===== src/verilog/pfb_pkg.sv =====
// Purpose: Shared constants and types for the parallel flash bus host sequencer.
// Assumes: System clock of 10 MHz (100 ns period).
// Notes: Times are kept in their printed unit; cycle counts derive from them.
package pfb_pkg;
  // ==========================================================================
  // Clock and timing.
  localparam int CLK_PERIOD_NS = 100;
  localparam int T_RESET_PULSE_NS = 500;
  localparam int T_STANDBY_US = 20;
  localparam int T_READY_ALG_US = 20;
  localparam int T_READY_IDLE_NS = 500;
  localparam int T_RESET_HIGH_NS = 50;
  localparam int T_OE_HIGH_POLL_NS = 20;
  localparam int T_BUSY_NS = 90;
  localparam int T_PROG_BYTE_US = 5;
  localparam int T_PROG_WORD_US = 7;
  localparam int T_PROG_ACC_US = 4;
  localparam int T_POLL_TIMEOUT_US = 5000000;
  // Least times round up, longest times round down, never under one cycle.
  localparam int RST_LOW_CYC = (T_STANDBY_US * 1000 + CLK_PERIOD_NS - 1) / CLK_PERIOD_NS;
  localparam int RST_RECOV_CYC = (T_RESET_HIGH_NS + CLK_PERIOD_NS - 1) / CLK_PERIOD_NS;
  localparam int READY_ALG_CYC = (T_READY_ALG_US * 1000) / CLK_PERIOD_NS;
  localparam int OE_HIGH_CYC = (T_OE_HIGH_POLL_NS + CLK_PERIOD_NS - 1) / CLK_PERIOD_NS;
  localparam int BUSY_CYC_RAW = T_BUSY_NS / CLK_PERIOD_NS;
  localparam int BUSY_CYC = (BUSY_CYC_RAW < 1) ? 1 : BUSY_CYC_RAW;
  localparam int STROBE_CYC = 1;
  localparam int CNT_W = 24;
  localparam logic [CNT_W-1:0] CNT_ZERO = 24'h000000;
  localparam logic [CNT_W-1:0] CNT_ONE = 24'h000001;
  // Toggle status bit positions on the data bus.
  localparam int OP_TOGGLE_POS = 6;
  localparam int ES_TOGGLE_POS = 2;
  localparam int ADDR_W = 22;
  localparam int DATA_W = 16;

  // ==========================================================================
  // Commands and states.
  typedef enum logic [1:0] {PFB_CMD_READ, PFB_CMD_WRITE, PFB_CMD_POLL, PFB_CMD_RESET} pfb_cmd_t;
  typedef struct packed {
    pfb_cmd_t cmd;
    logic [ADDR_W-1:0] addr;
    logic [DATA_W-1:0] data;
  } pfb_req_t;
  typedef struct packed {
    logic cs_n;
    logic oe_n;
    logic we_n;
    logic rst_n;
    logic dq_oe;
  } pfb_pins_t;
endpackage


===== src/verilog/pfb_host.sv =====
// Purpose: Host-side sequencer that drives an asynchronous parallel NOR flash.
// Assumes: One 10 MHz clock; device pins are asynchronous and are synchronised.
// Notes: Runs reset, read, write and toggle-bit status polling cycles.
module pfb_host #(
  parameter int RST_LOW_CYCLES = pfb_pkg::RST_LOW_CYC,
  parameter int POLL_TIMEOUT = 16000000
) (
  input wire logic I_CLK_SYS,
  input wire logic I_SYS_RST,
  input wire logic i_ce,
  input wire logic i_req_valid,
  input wire pfb_pkg::pfb_req_t i_req,
  output logic o_req_ready,
  output logic o_done,
  output logic o_timeout,
  output logic [pfb_pkg::DATA_W-1:0] o_rdata,
  output logic o_busy,
  output logic [pfb_pkg::ADDR_W-1:0] o_flash_addr,
  output logic [pfb_pkg::DATA_W-1:0] o_flash_dq,
  output logic o_flash_dq_oe,
  input wire logic [pfb_pkg::DATA_W-1:0] i_flash_dq,
  output logic o_flash_cs_n,
  output logic o_flash_oe_n,
  output logic o_flash_we_n,
  output logic o_flash_rst_n,
  input wire logic i_ready_busy_out_n
);
  import pfb_pkg::*;

  typedef enum {ST_IDLE, ST_RST_LOW, ST_RST_RECOV, ST_RD, ST_WR, ST_WR_BUSY,
    ST_POLL_RD, ST_POLL_GAP} pfb_state_t;

  // ==========================================================================
  // Input synchronisers.
  logic [DATA_W-1:0] dq_meta;
  logic [DATA_W-1:0] dq_sync;
  logic rb_meta;
  logic rb_sync;
  pfb_state_t state;
  logic [CNT_W-1:0] cnt;
  logic [CNT_W-1:0] poll_cnt;
  logic [DATA_W-1:0] last_status;
  logic have_status;
  pfb_pins_t pins;

  function automatic logic [CNT_W-1:0] to_cnt(input int n);
    to_cnt = CNT_W'(n);
  endfunction

  // Two flops keep metastability away from the status compare.
  always_ff @(posedge I_CLK_SYS or posedge I_SYS_RST)
  begin
    if (I_SYS_RST)
    begin
      dq_meta <= '0;
      dq_sync <= '0;
      rb_meta <= 1'b1;
      rb_sync <= 1'b1;
    end
    else if (i_ce)
    begin
      dq_meta <= i_flash_dq;
      dq_sync <= dq_meta;
      rb_meta <= i_ready_busy_out_n;
      rb_sync <= rb_meta;
    end
  end

  // ==========================================================================
  // Sequencer.
  // A read waits for the strobe plus two sync stages, so cnt counts them out.
  always_ff @(posedge I_CLK_SYS or posedge I_SYS_RST)
  begin
    if (I_SYS_RST)
    begin
      state <= ST_RST_LOW;
      cnt <= CNT_ZERO;
      poll_cnt <= CNT_ZERO;
      pins <= '{cs_n: 1'b1, oe_n: 1'b1, we_n: 1'b1, rst_n: 1'b0, dq_oe: 1'b0};
      o_flash_addr <= '0;
      o_flash_dq <= '0;
      o_rdata <= '0;
      o_done <= 1'b0;
      o_timeout <= 1'b0;
      last_status <= '0;
      have_status <= 1'b0;
    end
    else if (i_ce)
    begin
      o_done <= 1'b0;
      o_timeout <= 1'b0;
      case (state)
        ST_IDLE:
        begin
          // no recovery delay once ready shows; a write starts at once.
          if (i_req_valid)
          begin
            o_flash_addr <= i_req.addr;
            o_flash_dq <= i_req.data;
            cnt <= CNT_ZERO;
            case (i_req.cmd)
              PFB_CMD_READ:
              begin
                pins <= '{cs_n: 1'b0, oe_n: 1'b0, we_n: 1'b1, rst_n: 1'b1, dq_oe: 1'b0};
                state <= ST_RD;
              end
              PFB_CMD_WRITE:
              begin
                pins <= '{cs_n: 1'b0, oe_n: 1'b1, we_n: 1'b0, rst_n: 1'b1, dq_oe: 1'b1};
                state <= ST_WR;
              end
              PFB_CMD_POLL:
              begin
                pins <= '{cs_n: 1'b0, oe_n: 1'b0, we_n: 1'b1, rst_n: 1'b1, dq_oe: 1'b0};
                have_status <= 1'b0;
                poll_cnt <= CNT_ZERO;
                state <= ST_POLL_RD;
              end
              default:
              begin
                pins <= '{cs_n: 1'b1, oe_n: 1'b1, we_n: 1'b1, rst_n: 1'b0, dq_oe: 1'b0};
                state <= ST_RST_LOW;
              end
            endcase
          end
        end
        ST_RST_LOW:
        begin
          // Holding reset long enough also covers the abort time of a busy device.
          if (cnt >= to_cnt(RST_LOW_CYCLES - 1))
          begin
            pins.rst_n <= 1'b1;
            cnt <= CNT_ZERO;
            state <= ST_RST_RECOV;
          end
          else
            cnt <= cnt + CNT_ONE;
        end
        ST_RST_RECOV:
        begin
          if (cnt >= to_cnt(RST_RECOV_CYC - 1))
          begin
            o_done <= 1'b1;
            state <= ST_IDLE;
          end
          else
            cnt <= cnt + CNT_ONE;
        end
        ST_RD:
        begin
          if (cnt >= to_cnt(STROBE_CYC + 2))
          begin
            o_rdata <= dq_sync;
            pins <= '{cs_n: 1'b1, oe_n: 1'b1, we_n: 1'b1, rst_n: 1'b1, dq_oe: 1'b0};
            o_done <= 1'b1;
            state <= ST_IDLE;
          end
          else
            cnt <= cnt + CNT_ONE;
        end
        ST_WR:
        begin
          pins <= '{cs_n: 1'b1, oe_n: 1'b1, we_n: 1'b1, rst_n: 1'b1, dq_oe: 1'b0};
          cnt <= CNT_ZERO;
          state <= ST_WR_BUSY;
        end
        ST_WR_BUSY:
        begin
          // Give the device its busy delay before the write is reported done.
          if (cnt >= to_cnt(BUSY_CYC + 2))
          begin
            o_done <= 1'b1;
            state <= ST_IDLE;
          end
          else
            cnt <= cnt + CNT_ONE;
        end
        ST_POLL_RD:
        begin
          if (cnt >= to_cnt(STROBE_CYC + 2))
          begin
            // the read strobe and chip select are both raised between reads.
            pins.oe_n <= 1'b1;
            pins.cs_n <= 1'b1;
            last_status <= dq_sync;
            have_status <= 1'b1;
            cnt <= CNT_ZERO;
            poll_cnt <= poll_cnt + CNT_ONE;
            // finish when the toggle bit stops or ready shows.
            if ((have_status && (last_status[OP_TOGGLE_POS] == dq_sync[OP_TOGGLE_POS]))
                || rb_sync)
            begin
              o_rdata <= dq_sync;
              o_done <= 1'b1;
              state <= ST_IDLE;
            end
            else if (poll_cnt >= to_cnt(POLL_TIMEOUT - 1))
            begin
              o_timeout <= 1'b1;
              o_done <= 1'b1;
              state <= ST_IDLE;
            end
            else
              state <= ST_POLL_GAP;
          end
          else
            cnt <= cnt + CNT_ONE;
        end
        ST_POLL_GAP:
        begin
          if (cnt >= to_cnt(OE_HIGH_CYC - 1))
          begin
            pins.oe_n <= 1'b0;
            pins.cs_n <= 1'b0;
            cnt <= CNT_ZERO;
            state <= ST_POLL_RD;
          end
          else
            cnt <= cnt + CNT_ONE;
        end
        default:
          state <= ST_IDLE;
      endcase
    end
  end

  // ==========================================================================
  // Pin and status outputs.
  assign o_flash_cs_n = pins.cs_n;
  assign o_flash_oe_n = pins.oe_n;
  assign o_flash_we_n = pins.we_n;
  assign o_flash_rst_n = pins.rst_n;
  assign o_flash_dq_oe = pins.dq_oe;
  assign o_req_ready = (state == ST_IDLE);
  assign o_busy = ~rb_sync;

  // ==========================================================================
  // Assertions.
  int unsigned rst_low_len;
  always_ff @(posedge I_CLK_SYS or posedge I_SYS_RST)
  begin
    if (I_SYS_RST)
      rst_low_len <= 0;
    else if (i_ce)
      rst_low_len <= pins.rst_n ? 0 : rst_low_len + 1;
  end

  AST_RST_LOW_LEN: assert property (@(posedge I_CLK_SYS) disable iff (I_SYS_RST)
    ($rose(pins.rst_n) |-> $past(rst_low_len) >= RST_LOW_CYCLES - 1))
    else $error("Flash reset released too early.");
  AST_RST_RECOV: assert property (@(posedge I_CLK_SYS) disable iff (I_SYS_RST)
    ($fell(pins.oe_n) |-> $past(pins.rst_n) && $past(pins.rst_n, 2)))
    else $error("Read started right at reset release.");
  AST_POLL_GAP: assert property (@(posedge I_CLK_SYS) disable iff (I_SYS_RST)
    ($fell(pins.oe_n) && (state == ST_POLL_RD) && ($past(state) != ST_IDLE)
      |-> ($past(state) == ST_POLL_GAP)))
    else $error("Read strobe high too short between polls.");
  AST_CE_FREEZE: assert property (@(posedge I_CLK_SYS) disable iff (I_SYS_RST)
    (!i_ce |=> $stable(state) && $stable(pins) && $stable(cnt)))
    else $error("Sequencer moved while the clock enable was low.");
  AST_POLL_TOGGLE: assert property (@(posedge I_CLK_SYS) disable iff (I_SYS_RST)
    ((state == ST_POLL_GAP) |-> pins.oe_n && pins.cs_n))
    else $error("Strobes not raised between status reads.");
  AST_POLL_END: assert property (@(posedge I_CLK_SYS) disable iff (I_SYS_RST)
    ($fell(o_req_ready) && (state == ST_POLL_RD) |-> !o_done))
    else $error("Poll reported done before any status read.");
  AST_WR_IMMEDIATE: assert property (@(posedge I_CLK_SYS) disable iff (I_SYS_RST)
    (o_req_ready && i_req_valid && i_ce && (i_req.cmd == PFB_CMD_WRITE) |=> !pins.we_n))
    else $error("Write not started at once.");
  AST_WR_PULSE: assert property (@(posedge I_CLK_SYS) disable iff (I_SYS_RST)
    ((state == ST_WR) && i_ce |=> pins.we_n && (state == ST_WR_BUSY)))
    else $error("Write pulse not ended after one cycle.");
  AST_DQ_DRIVE: assert property (@(posedge I_CLK_SYS) disable iff (I_SYS_RST)
    (pins.dq_oe |-> !pins.we_n && pins.oe_n))
    else $error("Data bus driven outside a write.");

  COV_RESET: cover property (@(posedge I_CLK_SYS) disable iff (I_SYS_RST) $rose(pins.rst_n));
  COV_READ: cover property (@(posedge I_CLK_SYS) disable iff (I_SYS_RST)
    (state == ST_RD) ##1 (state == ST_IDLE));
  COV_POLL: cover property (@(posedge I_CLK_SYS) disable iff (I_SYS_RST)
    (state == ST_POLL_GAP) ##[1:20] (state == ST_POLL_RD));
  COV_TIMEOUT: cover property (@(posedge I_CLK_SYS) disable iff (I_SYS_RST) o_timeout);
endmodule


===== config.mk =====
export PLATFORM = sky130hd
export DESIGN_NAME = pfb_host
export DESIGN_NICKNAME = d
export VERILOG_FILES = /design/src/verilog/pfb_pkg.sv /design/src/verilog/pfb_host.sv
export SDC_FILE = /design/constraint.sdc
export NUM_CORES = 1
export LEC_CHECK = 0
export ABC_AREA = 1
export BUFFER_PORTS_ARGS = -buffer_cell sky130_fd_sc_hd__clkbuf_2
export CAP_MARGIN = 0
export CELL_PAD_IN_SITES_DETAIL_PLACEMENT = 1
export CELL_PAD_IN_SITES_GLOBAL_PLACEMENT = 2
export CORE_ASPECT_RATIO = 0.8
export CORE_UTILIZATION = 37
export CTS_CLUSTER_SIZE = 20
export DETAILED_ROUTE_END_ITERATION = 16
export PLACE_DENSITY_LB_ADDON = 0.1
export RECOVER_POWER = 100
export REMOVE_ABC_BUFFERS = 1
export SETUP_SLACK_MARGIN = 0.15
export SLEW_MARGIN = 10
export SYNTH_ARGS = -nofsm -noshare
export SYNTH_HDL_FRONTEND = slang
export SYNTH_SLANG_ARGS = --single-unit

===== constraint.sdc =====
create_clock -name I_CLK_SYS -period 11.3 [get_ports I_CLK_SYS]
set_input_delay 1.13 -clock I_CLK_SYS [delete_from_list [all_inputs] [get_ports I_CLK_SYS]]
set_output_delay 1.13 -clock I_CLK_SYS [all_outputs]
set_load 0.05 [all_outputs]

### After elaboration in Yosys (flattened, before gate mapping)

Cells that the tools add are included.

* bits in registers: 183
* input bits: 61
* output and inout port bits: 63
* logic and storage cells: 117

* add/subtract/negate cells: 2
* order comparisons: 4
* equal/unequal tests: 21
* muxes and demuxes: 48
* bitwise logic cells: 1
* reductions and logical operators: 22

Operator list (number)
* one-hot mux 32 bit (7 select lines): 1
* 2-to-1 mux 24 bit: 9
* 2-to-1 mux 32 bit: 6
* one-hot mux 24 bit (7 select lines): 1
* equality test 32 x 3 -> 1 bit, second input constant: 4
* equality test 32 x 2 -> 1 bit, second input constant: 2
* logical NOT 32 bit: 2
* adder 24 x 1 -> 24 bit, second input constant: 2
* 2-to-1 mux 16 bit: 3
* one-hot mux 24 bit (2 select lines): 1
* equality test 32 x 1 -> 1 bit, second input constant: 1
* one-hot mux 16 bit (2 select lines): 1
* >= comparator 24 x 1 -> 1 bit, second input constant: 1
* >= comparator 24 x 2 -> 1 bit, second input constant: 1
* >= comparator 24 bit, second input constant: 1
* >= comparator 24 x 8 -> 1 bit, second input constant: 1
* AND reduction 5 bit: 4
* != test 2 bit, second input constant: 9
* 2-to-1 mux 1 bit: 12
* 2-to-1 mux 5 bit: 2
* one-hot mux 2 bit (5 select lines): 1
* one-hot mux 5 bit (2 select lines): 1
* one-hot mux 1 bit (3 select lines): 3
* one-hot mux 3 bit (3 select lines): 1
* other kinds (22): 28

### Longest topological paths before layout

Gate-level depths: netlist of the first run.

* word-level depth: 6
* depth in mapped cells: 13
* depth with buffers taken out: 11

### Worst setup path after synthesis of the first run

Ideal clock, no wire load.

* kind: input -> register
* start point: input i_ce
* end point: register o_rdata[10] (netlist bit)
* library setup time: 0.119 ns
* data arrival time: 2.055 ns
* required time: 11.181 ns
* path slack: 9.126 ns
* stages on the path: 7
* buffers on the path: 2
* cell sequence: buf_2 > inv_1 > nor2_2 > nand3_4 > buf_12 > nand2_2 > o21ai_2

* word-level cells in the longest chain between the ends: 1

RTL lines
* start, declared: RTL line pfb_host.sv:10 `input wire logic i_ce,`
* AND reduction 5 bit (no source line)
* end signal, assigned: RTL line pfb_host.sv:153 `o_rdata <= dq_sync;`
* end signal, assigned: RTL line pfb_host.sv:193 `o_rdata <= dq_sync;`
* end, declared: RTL line pfb_host.sv:16 `output logic [pfb_pkg::DATA_W-1:0] o_rdata,`

Every way passes these cells.
A chain may end at the register's enable or synchronous reset.

==> run metrics, run 1 <==
ys async rst share=100%; critical path fanouts, max=roughly 90; via density per instance=around 4.7; Tcrit/Tclk final=52.8%; Yosys top cell by area=dfrtp_1; later-pin clock latency in the skew report=0.43 ns; cells taking the most area after synthesis=dfrtp_1 50%, nand2_1 12%, mux2_2 5.1%, inv_1 4.6%, nor2_1 3.1%; initial antenna violation count=0; CP Class=input port to async pin; vias post-DR=5563; slowest cell delay on critical path=2.29 ns; post-CTS setup buffer count=0; total of warnings raised by yosys=0; Critical Path, Cell by Cell=clkbuf_2 > clkinvlp_2 > clkbuf_1; Multi-input gate area=2710 sq um; Final Setup Violations=0; Total GRT Usage=19.4%; pwr dens=271 nW/um^2; core box area=18900 sq um; failing checks=max-capacitance violations, max-slew violations; Root Buffer Master=clkbuf_16; cts repair resizes=0; grt total ovfl=0; Post-synth EDFFs=0; CTS tree=yes; Critical Path Sink Type=async pin; CP Data Required Time=about 11 ns; # DRC=0; Hold Slack=0.471 ns; Worst R2R Path Depth=11; Final GP Congestion=between 0.8 and 0.9; Die Ht=~130 microns; Post-Place Cell Area=7890 sq um; Nets=975; Tmin final=5.97 ns; drt wl/cell=approximately 15 microns; Peak VDD IR=approximately 0.12 mV; CP Launch Type=input port; Port Buf Inserts=about 120; worst slew pin tran=4.16 ns; Unique masters post-synth=43; post-route design area=8280 sq um; CTS Buf Count=17; register area=3710 sq um; Post-Syn Instances=786; depth of the CTS H-tree=4; worst min path class=flop to flop; Setup TNS Final=0 ns; most frequent cell after synthesis=nand2_1; Stages on worst setup path=3; Layout area overhead=16.2%; Final Hold Viols=0; std cell rows=45; clk_skew=0.0137 ns; most common flop cell mapped by yosys=dfrtp_1; largest net degree at the start of global routing=93; io pins=about 120; CTS sink count=148; clock-pin slew on the worst setup and hold paths=about 0.060 ns; initial DRC count=219; chip width=157 microns; DP HPWL=12800 microns; CP top delay family=buffers and inverters; # diodes=0; # Max-Cap Violations=5; share of layout cells above drive strength 1=18.6%; clock tree buffer depth=2; #FFs+latches synth=148; Die Area=19800 sq um; Initial DRT Pass Iterations=4; Final Max Slew Viols=248; # hold bufs at CTS=0; initial core utilization=37.7%; routed wire length=18100 microns; status=complete, but fails checks; first-pass GRT wire length=29400 microns; Mapped Area=about 7100 sq um; max_slew headroom=-179%; sequential-to-total area share from yosys stat=52.1%; Avg Cell Area, Syn=9.07 sq um; RSZ-0062 raised after global routing=no; vias in the first global route=between 5k and 6k; slowest library cell on the worst path=clkinvlp_2; worst hold stages=2; Post-synth top cells=233 x nand2_1, 142 x dfrtp_1, 87 x inv_1, 59 x nor2_1, 36 x nand3_1; Fillers=2340; Yosys top cell area share=around half; post-route ant nets=0; Leak Pwr=around 4.2 nW; fmax=168 MHz; WP buf/inv=3; critical path data arrival time=5.85 ns
## area by class of cell
cell class	count	share of cell area, %
repair buffers	125	6.57
multi-input cells	516	32.7
clock buffers	19	5.47
inverters	99	4.55
flip-flops and latches	148	44.8
clock inverters	12	2.04
well taps	258	3.90
## final timing paths
check | from | endpoint | slack (ns)
setup reg to reg | state[0] | poll_cnt[16] | 8.11
setup / recovery | I_SYS_RST | o_flash_addr[3] | 5.33
hold reg to reg | rb_meta | rb_meta | 0.47
max in group I_CLK_SYS | i_ce | o_rdata[7] | 5.69
hold / removal | rb_meta | rb_meta | 0.47
min in group asynchronous | I_SYS_RST | o_rdata[0] | 1.92
## cell usage in the layout (no fill, tap or decap), types with 2 or more instances in the layout
master	count
a21oi_1	3
bufinv_16	3
clkbuf_1	65
clkbuf_16	17
clkbuf_2	60
clkbuf_8	2
clkinv_4	2
clkinvlp_4	2
dfrtp_1	142
dfstp_2	6
ha_1	7
inv_1	89
inv_2	7
inv_6	4
mux2_1	7
mux2_2	31
nand2_1	234
nand2_2	11
nand2_4	4
nand3_1	38
nand3_2	2
nand3b_1	3
nand4_1	8
nor2_1	63
nor2_2	4
nor2_4	4
nor3_1	4
o211ai_1	2
o21ai_0	58
o21ai_1	5
o21ai_2	3
o22ai_1	5
o22ai_2	5
xnor2_1	2
xor2_1	8
## worst reg2reg max path, stage by stage (launching register included)
cell and delay, ns:
dfstp_2 0.68, nor2_4 0.09, nand2_4 0.08, inv_4 0.05, nand2_4 0.05, nand2_1 0.07
inv_1 0.18, nand2_2 0.08, nor2_1 1.13, inv_2 0.39, nand2_1 0.14, o21ai_0 0.11
## per-layer routing
layer	share of wire, %	up-vias	track usage (%)
li1	-	2726	-
met1	46	2733	23.8
met2	50	84	33.2
met3	3.0	20	4.96
met4	1.4	0	5.77
met5	0	-	0
## state kept, by name, indices dropped and copies added, names as in the netlist, 3 cells and up
signal and cells:
state 3, o_flash_addr 22, o_rdata 16, poll_cnt 24, dq_sync 16, cnt 24
o_flash_dq 16, dq_meta 16
## report_power, final
part,switching [mW],internal (mW)
clock,0.238,0.363
combinational,0.654,0.199
sequential,0.107,0.686
total,0.999,1.25
## logic make-up after synthesis
kind of cell	after synthesis	synth area share, %
adder cells (fa/ha/maj)	7	1.23
XOR/XNOR	10	1.23
multiplexers	38	6.00
AND/OR/NAND/NOR	377	23.4
buffers and inverters	122	8.04
flip-flops	148	52.1
AO/OA/AOI/OAI	84	8.04
## stage by stage
stage          instances  setup WS, ns  power (mW)  util (%)
2_1_floorplan        763          6.20        1.48         -
3_3_place_gp        1146          7.78        1.69      41.7
3_5_place_dp        1146          7.65        1.72      41.7
4_1_cts             1177          8.11        2.33      45.0
5_1_grt             1177          4.16        2.37      43.8
6_report            1177          5.33        2.25      43.8
No activity file was read; power rests on OpenSTA's default activity.
==> inputs of run 2 (changes only) <==
--- a/config.mk
+++ b/config.mk
@@ -11,7 +11,7 @@
 export CELL_PAD_IN_SITES_DETAIL_PLACEMENT = 1
 export CELL_PAD_IN_SITES_GLOBAL_PLACEMENT = 2
 export CORE_ASPECT_RATIO = 0.8
-export CORE_UTILIZATION = 37
+export CORE_UTILIZATION = 34
 export CTS_CLUSTER_SIZE = 20
 export DETAILED_ROUTE_END_ITERATION = 16
 export PLACE_DENSITY_LB_ADDON = 0.1
==> constraint.sdc (replaced) <==
create_clock -name I_CLK_SYS -period 6.15 [get_ports I_CLK_SYS]
set_input_delay 0.615 -clock I_CLK_SYS [delete_from_list [all_inputs] [get_ports I_CLK_SYS]]
set_output_delay 0.615 -clock I_CLK_SYS [all_outputs]
set_load 0.05 [all_outputs]
==> run 2 against run 1 <==
  * The flow still finishes with violations (max-capacitance violations, max-slew violations)
  * Clock power rose by 75%
  * Count of clock-buffer cells in the layout fell by 2
  * Non-clock buffer count rose by 1
  * Combinational power rose by 83%
  * Power rose by 81%
  * Critical endpoint is now o_rdata[0]
==> run metrics, run 2 (synthesis gave the netlist of run 1 again) <==
Largest regs=cnt x24, poll_cnt x24, o_flash_addr x22; Final Max Slew Viols=124; pwr dens=493 nW/um^2; Root Buffer Master=clkbuf_16; CP Class=input port to flop; commonest non-fill, non-tap cell in the layout=nand2_1; cts repair resizes=0; Critical Path, Cell by Cell=clkbuf_2 > buf_4 > inv_1 > clkbuf_1 > nor2_1 > nand3_1 > o21ai_0; chip width=164 microns; depth of the CTS H-tree=4; Total GRT Usage=between 10% and 20%; first-pass GRT wire length=roughly 30000 microns; routed wire length=17800 microns; core box area=between 20000 and 25000 sq um; CP top delay family=simple AND/OR/NAND/NOR gates; initial DRC count=~230; Tmin final=3.51 ns; max_slew headroom=-147%; critical path fanouts, max=55; Nets=between 900 and 1k; DP Cell Count=1153; Leak Pwr=4.17 nW; CP Launch Type=input port; Final GP Congestion=0.800; Die Ht=132 microns; Critical Path Sink Type=flop; Peak VDD IR=0.333 mV; vias in the first global route=5772; Port Buf Inserts=123; clock tree buffer depth=2; CTS sink count=148; initial antenna violation count=0; Hold Slack=0.391 ns; clock-pin slew on the worst setup and hold paths=0.07 ns; largest net degree at the start of global routing=83; Final Hold Viols=0; slowest cell delay on critical path=1.02 ns; status=complete, but fails checks; Initial DRT Pass Iterations=4; failing checks=max-capacitance violations, max-slew violations; CP Data Required Time=6.44 ns; CTS Buf Count=17; # DRC=0; # hold bufs at CTS=0; Final Setup Violations=0; via density per instance=approximately 4.7; # diodes=0; WP buf/inv=4; commonest non-fill, non-tap cells in the layout=234 x nand2_1, 142 x dfrtp_1, 90 x inv_1; later-pin clock latency in the skew report=0.42 ns; worst min path class=input port to flop; post-CTS setup buffer count=0; DP HPWL=12700 microns; # Max-Cap Violations=3; Non-Filler Instances=1184; Tcrit/Tclk final=57.0%; Setup TNS Final=0 ns; grt total ovfl=0; critical path data arrival time=around 3.8 ns; worst slew pin tran=3.68 ns; initial core utilization=35.3%; post-route ant nets=0; clk_skew=around 0.015 ns; io pins=around 120; CTS tree=yes; Layout area overhead=15.6%; slowest library cell on the worst path=nand3_1; Finished Core Util=40.8%; Final Power=4.06 mW; vias post-DR=around 5.5k; fmax=285 MHz; drt wl/cell=15.0 microns; std cell rows=46; RSZ-0062 raised after global routing=no; share of layout cells above drive strength 1=18.3%; Die Area=21600 sq um
run 2: changes by cell type in the layout (fill, tap and decap cells not counted), sizes merged:
cell | previous run | this run
clkbuf | 144 | 141
buf | 0 | 2
clkinvlp | 3 | 5
bufinv | 3 | 2
inv | 102 | 103
run 2: stage by stage:
step | worst slack, ns | area, sq um
2_1_floorplan | 1.57 | 6930
3_3_place_gp | 3.34 | 7910
3_5_place_dp | 3.24 | 7910
4_1_cts | 3.68 | 8490
5_1_grt | 2.08 | 8240
6_report | 2.64 | 8240
run 2: final timing paths:
check                          endpoint  slack (ns)          start  cells past startpoint
max in group asynchronous        cnt[9]        2.77      I_SYS_RST                      3
min in group asynchronous   o_rdata[11]        1.26      I_SYS_RST                      2
hold reg to reg                  cnt[8]        0.46         cnt[8]                      2
setup / recovery             o_rdata[0]        2.64           i_ce                      7
setup reg to reg           poll_cnt[22]        2.79       state[0]                     11
hold / removal               dq_meta[0]        0.39  i_flash_dq[0]                      3
run 2: metal layers:
metal,track usage (%),wire length [microns],vias up
li1,-,-,2722
met1,22.5,8150,2720
met2,29.8,8780,87
met3,3.66,664,13
met4,5.09,174,0
met5,0,0,-
run 2: cell type report:
class | count | area (sq um)
Timing Repair Buffer | 126 | 556
Tap cell | 264 | 330
Fill cell | 2438 | 12000
Sequential cell | 148 | 3710
Clock inverter | 14 | 164
Inverter | 99 | 375
Multi-Input combinational cell | 516 | 2680
Clock buffer | 17 | 425
run 2: report_power, final:
part / internal (mW) / leakage, nW / switching (mW)
registers: 1.26 / 1.89 / 0.192
logic: 0.359 / 2.01 / 1.20
clock network: 0.607 / 0.280 / 0.442
total: 2.23 / 4.17 / 1.84
run 2: worst reg2reg max path, cell delays in order (launching register included):
cell	delay [ns]
dfstp_2	0.69
nor2_4	0.09
nand2_4	0.07
clkinvlp_2	0.25
nand2_4	0.16
nand2_2	0.07
inv_2	0.11
nand2_2	0.05
nor2_1	1.12
inv_2	0.39
nand2_1	0.14
o21ai_0	0.10
